File: src/shared/rpsd_pkg.sv
// rpsd_pkg: register map, field layout, lookup tables and types for the pattern step decoder
package rpsd_pkg;

  // ----------------------------------------------------------------
  // register offsets
  // ----------------------------------------------------------------
  localparam logic [7:0] OFF_WORD_A = 8'h50;
  localparam logic [7:0] OFF_WORD_B = 8'h51;
  localparam logic [7:0] OFF_CTRL = 8'h52;
  localparam logic [7:0] OFF_STATUS = 8'h53;
  localparam logic [7:0] OFF_BLUE = 8'h54;
  localparam logic [7:0] OFF_RESET = 8'h60;
  localparam logic [7:0] WORD_RST = 8'h00;

  // ----------------------------------------------------------------
  // field positions
  // ----------------------------------------------------------------
  localparam int unsigned CTRL_LOG_BIT = 0;
  localparam int unsigned CTRL_START_BIT = 1;
  localparam int unsigned ST_BUSY_BIT = 0;
  localparam int unsigned ST_FADE_BIT = 1;
  localparam int unsigned ST_DONE_BIT = 2;

  // ----------------------------------------------------------------
  // timing
  // ----------------------------------------------------------------
  localparam int unsigned CLK_HZ = 40_000_000;
  localparam int unsigned MS_PER_S = 1000;
  localparam int unsigned CLK_CYCLES_PER_MS = CLK_HZ / MS_PER_S;

  typedef logic [11:0] rpsd_ms_t;
  typedef logic [6:0] rpsd_pct_t;

  // step duration per 4-bit code, in ms
  localparam rpsd_ms_t STEP_MS [16] = '{12'd197, 12'd393, 12'd590, 12'd786, 12'd983, 12'd1180, 12'd1376,
    12'd1573, 12'd1769, 12'd1966, 12'd2163, 12'd2359, 12'd2556, 12'd2753, 12'd2949, 12'd3146};
  // fade time per 3-bit code, in ms; the last two extend the doubling series
  localparam rpsd_ms_t FADE_MS [8] = '{12'd0, 12'd55, 12'd110, 12'd221, 12'd442, 12'd885, 12'd1770, 12'd3540};
  // blue current in percent of maximum, linear and logarithmic scaling
  localparam rpsd_pct_t PCT_LIN [8] = '{7'd0, 7'd7, 7'd14, 7'd21, 7'd32, 7'd46, 7'd71, 7'd100};
  localparam rpsd_pct_t PCT_LOG [8] = '{7'd0, 7'd1, 7'd2, 7'd4, 7'd10, 7'd21, 7'd46, 7'd100};

  // ----------------------------------------------------------------
  // carriers
  // ----------------------------------------------------------------
  typedef struct packed {
    logic [7:0] addr;
    logic [7:0] wdata;
    logic wr;
    logic rd;
  } rpsd_bus_req_t;

  typedef struct packed {
    logic [3:0] dur_code;
    logic [2:0] blue_code;
    logic [2:0] fade_time_code;
  } rpsd_step_t;

  typedef enum logic [1:0] {ST_IDLE, ST_FADE, ST_HOLD} rpsd_state_t;

endpackage : rpsd_pkg

File: src/core/rpsd_level_decode.sv
// rpsd_level_decode: maps a 3-bit intensity code to percent of maximum current
`timescale 1ns/10ps
`default_nettype none
module rpsd_level_decode (
  // code in
  input wire logic [2:0] code,
  input wire logic log_sel,
  // level out
  output rpsd_pkg::rpsd_pct_t pct
);
  import rpsd_pkg::*;

  // both tables share the off and full-scale ends
  always_comb begin
    if (log_sel) begin
      pct = PCT_LOG[code];
    end else begin
      pct = PCT_LIN[code];
    end
  end

endmodule : rpsd_level_decode
`default_nettype wire

File: src/core/rpsd_step_decode.sv
// rpsd_step_decode: pattern step word decode, blue fade/hold sequencer and soft reset register
// Function
// - duration code is word A bits 1-0 above word B bits 7-6, 197 to 3146 ms.
// - blue code is word B bits 5-3; linear codes 1-6 give 7,14,21,32,46,71 percent.
// - logarithmic codes 1-6 give 1,2,4,10,21,46 percent.
// - code 000 is off and code 111 is full current in both scalings.
// - fade code is word B bits 2-0; codes 0-5 give 0,55,110,221,442,885 ms.
// - any write to the reset register resets the whole device; nothing is stored.
`timescale 1ns/10ps
`default_nettype none
module rpsd_step_decode #(
  parameter int unsigned MS_CYCLES = rpsd_pkg::CLK_CYCLES_PER_MS
) (
  // clock and reset
  input wire logic clk,
  input wire logic reset_n,
  // register port
  input wire rpsd_pkg::rpsd_bus_req_t bus_req,
  output logic [7:0] rd_data_r,
  // device outputs
  output logic dev_reset_r,
  output rpsd_pkg::rpsd_pct_t blue_level_r,
  output logic step_busy_r
);
  import rpsd_pkg::*;

  localparam int unsigned PRE_W = (MS_CYCLES > 1) ? $clog2(MS_CYCLES) : 1;

  if (MS_CYCLES < 2) begin : g_chk
    $error("MS_CYCLES must be at least 2");
  end

  // ----------------------------------------------------------------
  // register decode
  // ----------------------------------------------------------------
  logic soft_rst;
  logic start;
  logic [7:0] word_a_r;
  logic [7:0] word_b_r;
  logic log_r;
  logic done_r;
  rpsd_step_t step_r;
  rpsd_state_t state_r;
  rpsd_pct_t tgt_pct;
  rpsd_pct_t target_r;
  rpsd_ms_t dur_ms_r;
  rpsd_ms_t fade_ms_r;
  rpsd_ms_t ms_cnt_r;
  logic [PRE_W-1:0] pre_cnt_r;
  logic [12:0] acc_r;
  logic [12:0] acc_nxt;
  rpsd_pct_t diff_r;
  logic ms_tick;
  logic step_end;
  logic fade_step;

  // the reset register decodes the write alone, data is ignored
  assign soft_rst = bus_req.wr && (bus_req.addr == OFF_RESET);
  assign start = bus_req.wr && (bus_req.addr == OFF_CTRL) && bus_req.wdata[CTRL_START_BIT];
  assign ms_tick = (state_r != ST_IDLE) && (pre_cnt_r == PRE_W'(MS_CYCLES - 1));
  assign step_end = ms_tick && (ms_cnt_r == dur_ms_r - 12'd1);
  assign fade_step = (state_r == ST_FADE) && (blue_level_r != target_r) && ({1'b0, fade_ms_r} <= acc_r);

  // target level for the word as it now stands
  rpsd_level_decode u_blue_decode (
    .code(word_b_r[5:3]),
    .log_sel(log_r),
    .pct(tgt_pct)
  );

  // soft reset pulse, one cycle, also usable by the rest of the device
  always_ff @(posedge clk or negedge reset_n) begin
    if (!reset_n) begin
      dev_reset_r <= 1'b0;
    end else begin
      dev_reset_r <= soft_rst;
    end
  end

  // command words and scaling select
  always_ff @(posedge clk or negedge reset_n) begin
    if (!reset_n) begin
      word_a_r <= WORD_RST;
      word_b_r <= WORD_RST;
      log_r <= 1'b0;
    end else if (soft_rst) begin
      word_a_r <= WORD_RST;
      word_b_r <= WORD_RST;
      log_r <= 1'b0;
    end else if (bus_req.wr) begin
      if (bus_req.addr == OFF_WORD_A) begin
        word_a_r <= bus_req.wdata;
      end
      if (bus_req.addr == OFF_WORD_B) begin
        word_b_r <= bus_req.wdata;
      end
      if (bus_req.addr == OFF_CTRL) begin
        log_r <= bus_req.wdata[CTRL_LOG_BIT];
      end
    end
  end

  // latch the step on start so later word writes do not disturb a running step
  always_ff @(posedge clk or negedge reset_n) begin
    if (!reset_n) begin
      step_r <= '0;
      target_r <= '0;
      dur_ms_r <= '0;
      fade_ms_r <= '0;
    end else if (soft_rst) begin
      step_r <= '0;
      target_r <= '0;
      dur_ms_r <= '0;
      fade_ms_r <= '0;
    end else if (start) begin
      step_r <= '{dur_code: {word_a_r[1:0], word_b_r[7:6]}, blue_code: word_b_r[5:3],
        fade_time_code: word_b_r[2:0]};
      target_r <= tgt_pct;
      dur_ms_r <= STEP_MS[{word_a_r[1:0], word_b_r[7:6]}];
      fade_ms_r <= FADE_MS[word_b_r[2:0]];
    end
  end

  // ----------------------------------------------------------------
  // step sequencer
  // ----------------------------------------------------------------
  // millisecond prescaler and elapsed time, restarted by each start
  always_ff @(posedge clk or negedge reset_n) begin
    if (!reset_n) begin
      pre_cnt_r <= '0;
      ms_cnt_r <= '0;
    end else if (soft_rst || start || state_r == ST_IDLE) begin
      pre_cnt_r <= '0;
      ms_cnt_r <= '0;
    end else if (ms_tick) begin
      pre_cnt_r <= '0;
      ms_cnt_r <= ms_cnt_r + 12'd1;
    end else begin
      pre_cnt_r <= pre_cnt_r + PRE_W'(1);
    end
  end

  // state: a zero fade time goes straight to hold
  always_ff @(posedge clk or negedge reset_n) begin
    if (!reset_n) begin
      state_r <= ST_IDLE;
    end else if (soft_rst) begin
      state_r <= ST_IDLE;
    end else if (start) begin
      state_r <= (word_b_r[2:0] == 3'h0) ? ST_HOLD : ST_FADE;
    end else begin
      case (state_r)
        ST_IDLE: state_r <= ST_IDLE;
        ST_FADE: begin
          if (step_end) begin
            state_r <= ST_IDLE;
          end else if (blue_level_r == target_r) begin
            state_r <= ST_HOLD;
          end
        end
        ST_HOLD: begin
          if (step_end) begin
            state_r <= ST_IDLE;
          end
        end
        default: state_r <= ST_IDLE;
      endcase
    end
  end

  // rate accumulator: adds the level span each ms, spends the fade time per one-percent move,
  // so the ramp covers the whole span in the fade time without a divider
  always_comb begin
    acc_nxt = acc_r;
    if (fade_step) begin
      acc_nxt = acc_nxt - {1'b0, fade_ms_r};
    end
    if (ms_tick && state_r == ST_FADE) begin
      acc_nxt = acc_nxt + {6'h00, diff_r};
    end
  end

  always_ff @(posedge clk or negedge reset_n) begin
    if (!reset_n) begin
      acc_r <= '0;
      diff_r <= '0;
    end else if (soft_rst) begin
      acc_r <= '0;
      diff_r <= '0;
    end else if (start) begin
      acc_r <= '0;
      diff_r <= (tgt_pct > blue_level_r) ? tgt_pct - blue_level_r : blue_level_r - tgt_pct;
    end else begin
      acc_r <= acc_nxt;
    end
  end

  // blue level: ramps, snaps to target if the step ends before the ramp does
  always_ff @(posedge clk or negedge reset_n) begin
    if (!reset_n) begin
      blue_level_r <= '0;
    end else if (soft_rst) begin
      blue_level_r <= '0;
    end else if (start && word_b_r[2:0] == 3'h0) begin
      blue_level_r <= tgt_pct;
    end else if (step_end) begin
      blue_level_r <= target_r;
    end else if (fade_step) begin
      blue_level_r <= (target_r > blue_level_r) ? blue_level_r + 7'd1 : blue_level_r - 7'd1;
    end
  end

  // busy flag and sticky done; a completion wins over a same-cycle clear
  always_ff @(posedge clk or negedge reset_n) begin
    if (!reset_n) begin
      step_busy_r <= 1'b0;
      done_r <= 1'b0;
    end else if (soft_rst) begin
      step_busy_r <= 1'b0;
      done_r <= 1'b0;
    end else begin
      step_busy_r <= start || (state_r != ST_IDLE && !step_end);
      if (step_end && !start) begin
        done_r <= 1'b1;
      end else if (bus_req.wr && bus_req.addr == OFF_STATUS && bus_req.wdata[ST_DONE_BIT]) begin
        done_r <= 1'b0;
      end
    end
  end

  // ----------------------------------------------------------------
  // read port
  // ----------------------------------------------------------------
  // data valid only in the cycle after the strobe; reset register reads zero
  always_ff @(posedge clk or negedge reset_n) begin
    if (!reset_n) begin
      rd_data_r <= 8'h00;
    end else if (bus_req.rd) begin
      case (bus_req.addr)
        OFF_WORD_A: rd_data_r <= word_a_r;
        OFF_WORD_B: rd_data_r <= word_b_r;
        OFF_CTRL: rd_data_r <= {7'h00, log_r};
        OFF_STATUS: rd_data_r <= {5'h00, done_r, state_r == ST_FADE, state_r != ST_IDLE};
        OFF_BLUE: rd_data_r <= {1'b0, blue_level_r};
        default: rd_data_r <= 8'h00;
      endcase
    end else begin
      rd_data_r <= 8'h00;
    end
  end
endmodule : rpsd_step_decode
`default_nettype wire

File: config.mk
export PLATFORM = sky130hd
export DESIGN_NAME = rpsd_step_decode
export DESIGN_NICKNAME = d
export VERILOG_FILES = /design/src/shared/rpsd_pkg.sv /design/src/core/rpsd_level_decode.sv /design/src/core/rpsd_step_decode.sv
export SDC_FILE = /design/constraint.sdc
export NUM_CORES = 1
export LEC_CHECK = 0
export BUFFER_PORTS_ARGS = -buffer_cell sky130_fd_sc_hd__buf_2
export CAP_MARGIN = 20
export CORE_ASPECT_RATIO = 0.5
export CORE_UTILIZATION = 40
export DETAILED_ROUTE_END_ITERATION = 7
export PLACE_DENSITY = 0.59
export SYNTH_ARGS = -nofsm -noshare
export SYNTH_HDL_FRONTEND = slang
export SYNTH_SLANG_ARGS = --single-unit
File: constraint.sdc
create_clock -name clk -period 6.5 [get_ports clk]
set_clock_uncertainty 0.1 [all_clocks]
set_input_delay 0 -clock clk [delete_from_list [all_inputs] [get_ports clk]]
set_output_delay 0 -clock clk [all_outputs]
set_load 0.02 [all_outputs]
---- Yosys cells after proc, flatten, opt, wreduce, memory -nomap -nowiden ----
Memory sizes are Yosys's and may differ from the RTL's.
Index checks and enable logic that the tools add are counted.
W data, S select, Z words.
cells by class
  $add $sub $neg .......................... 9
  mux-type cells .......................... 53
  shift-type cells ........................ 0
  order comparisons ....................... 6
  bitwise gates (word level) .............. 3
  multipliers ............................. 0
  eq/ne operators ......................... 14
  reduce and logical (&&, ||, !) cells .... 33
  divide/modulo/power cells ............... 0
operators with widths
  cell                     count
  $mux W12                 10
  $mux W7                  15
  $mux W8                  7
  $mux W13                 4
  $eq A8 B7 Y1 const B     6
  $pmux W8 S5              1
  $mux W16                 2
  $add A16 B1 Y16 const B  1
  $eq A16 B16 Y1 const B   1
  $gt A7 B7 Y1             2
  $reduce_bool A2 Y1       7
  $sub A7 B7 Y7            2
  $add A13 B7 Y13          1
  $le A12 B13 Y1           1
  $logic_and A1 B1 Y1      13
  $sub A13 B12 Y13         1
  $add A12 B1 Y12 const B  1
  $eq A12 B12 Y1           1
  $mux W2                  6
  $sub A12 B1 Y12 const B  1
  $ge A4 B4 Y1 const B     2
  $not A3 Y4               2
  $reduce_and A2 Y1        4
  $add A7 B1 Y7 const B    1
  17 further kinds         26
word-level totals
  register bits after elaboration ......... 116
  RAM bits ................................ 0
  output and inout bits ................... 17
  latch bits .............................. 0
  memories kept ........................... 4
  bits of input ports ..................... 20
  ROM bits ................................ 400
  logic and storage cells ................. 138
memory list
  memory           depth  width  rd ports  clocked after memory_dff  write ports  line                     RTL
  (no name shown)  16     12     1         0                         0            rpsd_step_decode.sv:119  dur_ms_r <= STEP_MS[{word_a_r[1:0], word_b_r[7:6]}];
  (no name shown)  8      12     1         0                         0            rpsd_step_decode.sv:120  fade_ms_r <= FADE_MS[word_b_r[2:0]];
  (no name shown)  8      7      1         0                         0            rpsd_level_decode.sv:16  pct = PCT_LOG[code];
  (no name shown)  8      7      1         0                         0            rpsd_level_decode.sv:18  pct = PCT_LIN[code];

---- Logic depth before layout (Yosys ltp) ----
  word-level depth ........................ 9
  mapped depth ............................ 20
  mapped depth without buffers ............ 19

---- Modules after synthesis ----
From an unflattened synthesis, not the netlist that was laid out.
second synthesis, totals
  cell total of the unflattened synthesis .. 932
  area, all modules ....................... 8244.2 um^2
by module, submodules not included
  module             seq. area each (um^2)  instances  cells each  area an instance (um^2)
  rpsd_step_decode   2902.8                 1          903         8017.7
  rpsd_level_decode  0.0                    1          29          226.5

---- Worst setup path after synthesis ----
OpenSTA, ideal clock, no wires.
  path type ............................... reg2reg
  start ................................... register blue_level_r[6]
  end ..................................... register acc_r[12]
  arrival time ............................ 4.586 ns
  path buffers ............................ 1
  stages on the path, launching flop included .. 20
  setup time .............................. 0.132 ns
  path slack .............................. 1.682 ns
  period minus slack after synthesis ...... 4.818 ns
  data required time ...................... 6.268 ns
  cell sequence ........................... dfrtp_1 > inv_1 > ha_1 > and4_1 > a41oi_1 > nand2_1 > o31ai_2 > clkbuf_1 > a21oi_1 > ha_1 > fa_1 > a21o_1 > a21oi_1 > nor2b_1 > or4_1 > o2111ai_1 > nor4_1 > a41oi_1 > xnor2_1 > nor2_1
on the way
  longest elaborated chain between the ends .. 8
ends and longest elaborated chain
  element                                line                     RTL
  start, declared                        rpsd_step_decode.sv:22   output rpsd_pkg::rpsd_pct_t blue_level_r,
  start signal, assigned                 rpsd_step_decode.sv:205  blue_level_r <= tgt_pct;
  start signal, assigned                 rpsd_step_decode.sv:207  blue_level_r <= target_r;
  start signal, assigned                 rpsd_step_decode.sv:209  blue_level_r <= (target_r > blue_level_r) ? blue_level_r + 7'd1 : blue_level_r - 7'd1;
  $ne A7 B7 Y1 (*)                       rpsd_step_decode.sv:62   assign fade_step = (state_r == ST_FADE) && (blue_level_r != target_r) && ({1'b0, fade_ms_r} <= acc_r);
  $logic_and A1 B1 Y1 (*) (2 in series)  rpsd_step_decode.sv:62
  $mux W13 (*)                           rpsd_step_decode.sv:175  if (fade_step) begin
  $add A13 B7 Y13                        rpsd_step_decode.sv:179  acc_nxt = acc_nxt + {6'h00, diff_r};
  $mux W13 (*)                           rpsd_step_decode.sv:178  if (ms_tick && state_r == ST_FADE) begin
  $mux W13 (*)                           rpsd_step_decode.sv:190  end else if (start) begin
  $mux W13 (*)                           rpsd_step_decode.sv:187  end else if (soft_rst) begin
  end signal, assigned                   rpsd_step_decode.sv:194  acc_r <= acc_nxt;
  end, declared                          rpsd_step_decode.sv:50   logic [12:0] acc_r;
Mark *: on every way between the ends. The rest lies on a longest branch, timed or not.
A chain may end at the register's enable or synchronous reset.

---- Worst setup path in the final report ----
Same ends and word-level chain as after synthesis.

==> results.md <==
* Synth Area in Compound Gates at 0.200
* M1 GR Usage at 0.275
* Crit-path cells: inv_1 -> ha_1 -> and4_1 -> a41oi_1 -> o21ai_0 -> o31ai_4 -> buf_4 -> a21oi_1 -> ha_1 -> fa_1 -> a21o_1 -> a21oi_1 -> nor2b_1 -> or4_1 -> o2111ai_1 -> nor4_1 -> a41oi_1 -> xnor2_1 -> nor2_1
* Core area at 0.0197 mm²
* Port buffer count at 36
* Worst slew margin at 0.396
* Clock Latency Late Sink at 0.41 ns
* Power Dens Cells at around 240 mW/mm²
* Count leader, synth: dfrtp_1
* Synthesis-stage register bit count at 116
* Hold crit path type: primary input to async pin
* N_diodes at 0
* CP Class: flop to flop
* Layout area overhead at 14.0%
* Reg power frac at 0.359
* Die X-Extent at 204 µm
* Run status: complete, no violations
* Crit path time final at 5.11 ns
* Post-synth EDFFs at 0
* Number of global-route vias before repair at ~6400
* Placer Congestion at 0.841
* Clock slew seen by the registers of the worst setup and hold paths at around 0.060 ns
* Post-DRT Antenna Nets at 0
* Fin crit share at 0.786
* Distinct cell type count after synthesis at 72
* Slew @ Worst Pin at 0.897 ns
* H-tree depth at 4
* CTS buffer count at 17
* Post-synth top area share at 0.357
* Final Hold Viols at 0
* Clk pwr share at 0.459
* Vias post-DR at 6800
* Seq/Total Area, Yosys at 0.357
* Final Max Slew Viols at 0
* Die ar. at 0.0209 mm²
* Largest net degree at the start of global routing at 76
* Synth area leader: dfrtp_1
* Drt wl/cell at 16.4 µm
* Comb pwr share at 0.182
* Clock Tree Root: clkbuf_16
* Met2 GRT Util at 0.329
* DRT Pass-1 Iters at 5
* # Max-Cap Violations at 0
* VDD IR-drop max at about 0.17 mV
* CP max FO at 27
* Ys Warns at 0
* Worst setup SP type: flop
* Drt first-iter violations at 307
* Vert. Die Dim at 103 µm
* Post-Syn Nets at 1016
* Post-DP HPWL at 14.7 mm
* Cell count after synthesis at around 930
* Top Usage Layer GRT: met2
* First-pass GRT wire length at 33.6 mm
* Synth top area cells: dfrtp_1 36%, ha_1 9.7%, o21ai_0 4.8%
* Initial antenna violation count at 0
* Post-route DRC violation count at 0
* Final nets at 1044
* Clk buf depth at 2
* Adder-cell share of the synthesized area at 0.109
* Int Power at ~0.0016 W
* Post-synthesis mux area share at 0.0315
* XOR/XNOR Fraction of Synth Area at 0.0679
* Final Routed Wirelength at 20.3 mm
* CTS resizes at 0
* Gr ovfl total at 0
* Final setup viols at 0
* Initial Util at 0.413
* CTS sink cnt at 116
* Top achievable clock speed at 196 MHz
* CTS tree: yes
* Post-Synth Simple-Gate Area at 0.184
* Leakage at 4.03 nW
* Post-synth ARST share at 1.00
* Synth cell count leaders: 116 x dfrtp_1, 82 x nor2_1, 78 x o21ai_0
* Met3 Use GR at 0.0449
* Via density at between 5 and 6
* Largest family of logic cells by synthesized area: compound AO/OA/AOI/OAI gates
* Number of hold buffers added after cts at 13
* Worst Setup End Kind: flop
* Worst path required time at 6.68 ns
* Layout cells sized above 1 at 0.0950
* Post-route setup TNS at 0 ns
* Sw Share at 0.276
* Row count at 36
* Switching power total at around 0.0006 W
* Crit path DAT at 5.29 ns
* Setup Buffers After CTS at 0
* Cell Area, Synth at 0.00813 mm²
* Syn Area/Cell at 8.76 µm²
* Most used DFF post-synth: dfrtp_1
* Hold_ws at 0.0612 ns
* IO Count at 37
* Total Routing Usage GR at 0.205
* RSZ-0062 raised after global routing: false
* Slowest CP cell: a41oi_1
* Slowest stage delay, CP at 0.51 ns
## cell families after synthesis
group | count (synthesis)
AOI/OAI and AO/OA | 252
adders and majority gates | 68
buffers and inverters | 105
and+or+nand+nor | 299
DFF | 116
muxes | 25
xor gates and xnor gates | 63
## final timing paths
kind,cells after the start,endpoint,start,slack [ns]
worst min register to register,2,fade_ms_r[8],fade_ms_r[8],0.40
min in group clk,6,log_r,bus_req[13],0.06
worst max-delay path,19,acc_r[12],blue_level_r[6],1.39
worst min-delay path,2,rd_data_r[1],reset_n,0.06
worst max register to register,19,acc_r[12],blue_level_r[6],1.39
max in group asynchronous,3,acc_r[8],reset_n,4.94
## placed cells by master (no fill, tap or decap), types with 7 or more instances in the layout
master	instances
a21o_1	12
nand2_1	58
a31oi_1	10
a21oi_1	53
nand4_1	14
nor4_1	7
clkbuf_16	17
ha_1	63
buf_4	8
xor2_1	26
and3_1	7
or3_1	9
mux2i_1	20
o21a_1	9
a22o_1	16
o31ai_1	9
o2111ai_1	7
buf_2	35
dfrtp_1	116
a211oi_1	8
nand3_1	50
o21ai_0	78
nand2b_1	11
nor2b_1	13
nor3_1	16
xnor2_1	37
dlygate4sd3_1	13
nor2_1	82
inv_1	57
## per-stage QoR
stage / instances / total power (W) / setup slack (ns) / util / cell area (µm²)
2_1_floorplan: 928 / 0.00108 / 1.68 / - / 8130
3_5_place_dp: 1190 / 0.00119 / 1.45 / 0.433 / 8520
5_1_grt: 1234 / 0.00230 / 1.04 / 0.471 / 9270
6_report: 1234 / 0.00219 / 1.39 / 0.471 / 9270
4_1_cts: 1234 / 0.00221 / 1.42 / 0.471 / 9270
3_3_place_gp: 1190 / 0.00118 / 1.62 / 0.433 / 8520
## registers in the layout (all words and copies together), names as in the netlist
name,count
acc_r,13
blue_level_r,7
dev_reset_r,1
diff_r,7
done_r,1
dur_ms_r,12
fade_ms_r,12
log_r,1
ms_cnt_r,12
pre_cnt_r,16
rd_data_r,8
state_r,2
step_busy_r,1
target_r,7
word_a_r,8
word_b_r,8
## per-layer routing
layer	routed length (µm)	vias up
li1	-	3391
met1	10100	3246
met2	8930	130
met3	823	33
met4	394	0
met5	0	-
## power groups by stage
stage          combinational, W  sequential [W]  clock (W)
2_1_floorplan          0.000289        0.000789          0
3_3_place_gp           0.000385        0.000799          0
3_5_place_dp           0.000390        0.000800          0
4_1_cts                0.000399        0.000787    0.00103
5_1_grt                0.000449        0.000792    0.00106
6_report               0.000400        0.000787    0.00101
## cell type report
class	instances	area, µm²
timing repair buffer	56	365
fill	1894	10400
clock buffer	22	474
clock inverter	9	151
inverter	58	218
tap	266	333
sequential	116	2900
multi-input combinational	707	4830
## critical path: cells and delay by family (launching register included)
family	cells	cell delay [ns]
buf+inv	2	0.50
fa+ha+maj	3	0.92
flops	1	0.39
simple gates	5	0.93
compound gates	8	1.95
xor+xnor	1	0.15
(Power assumes the default switching activity.)
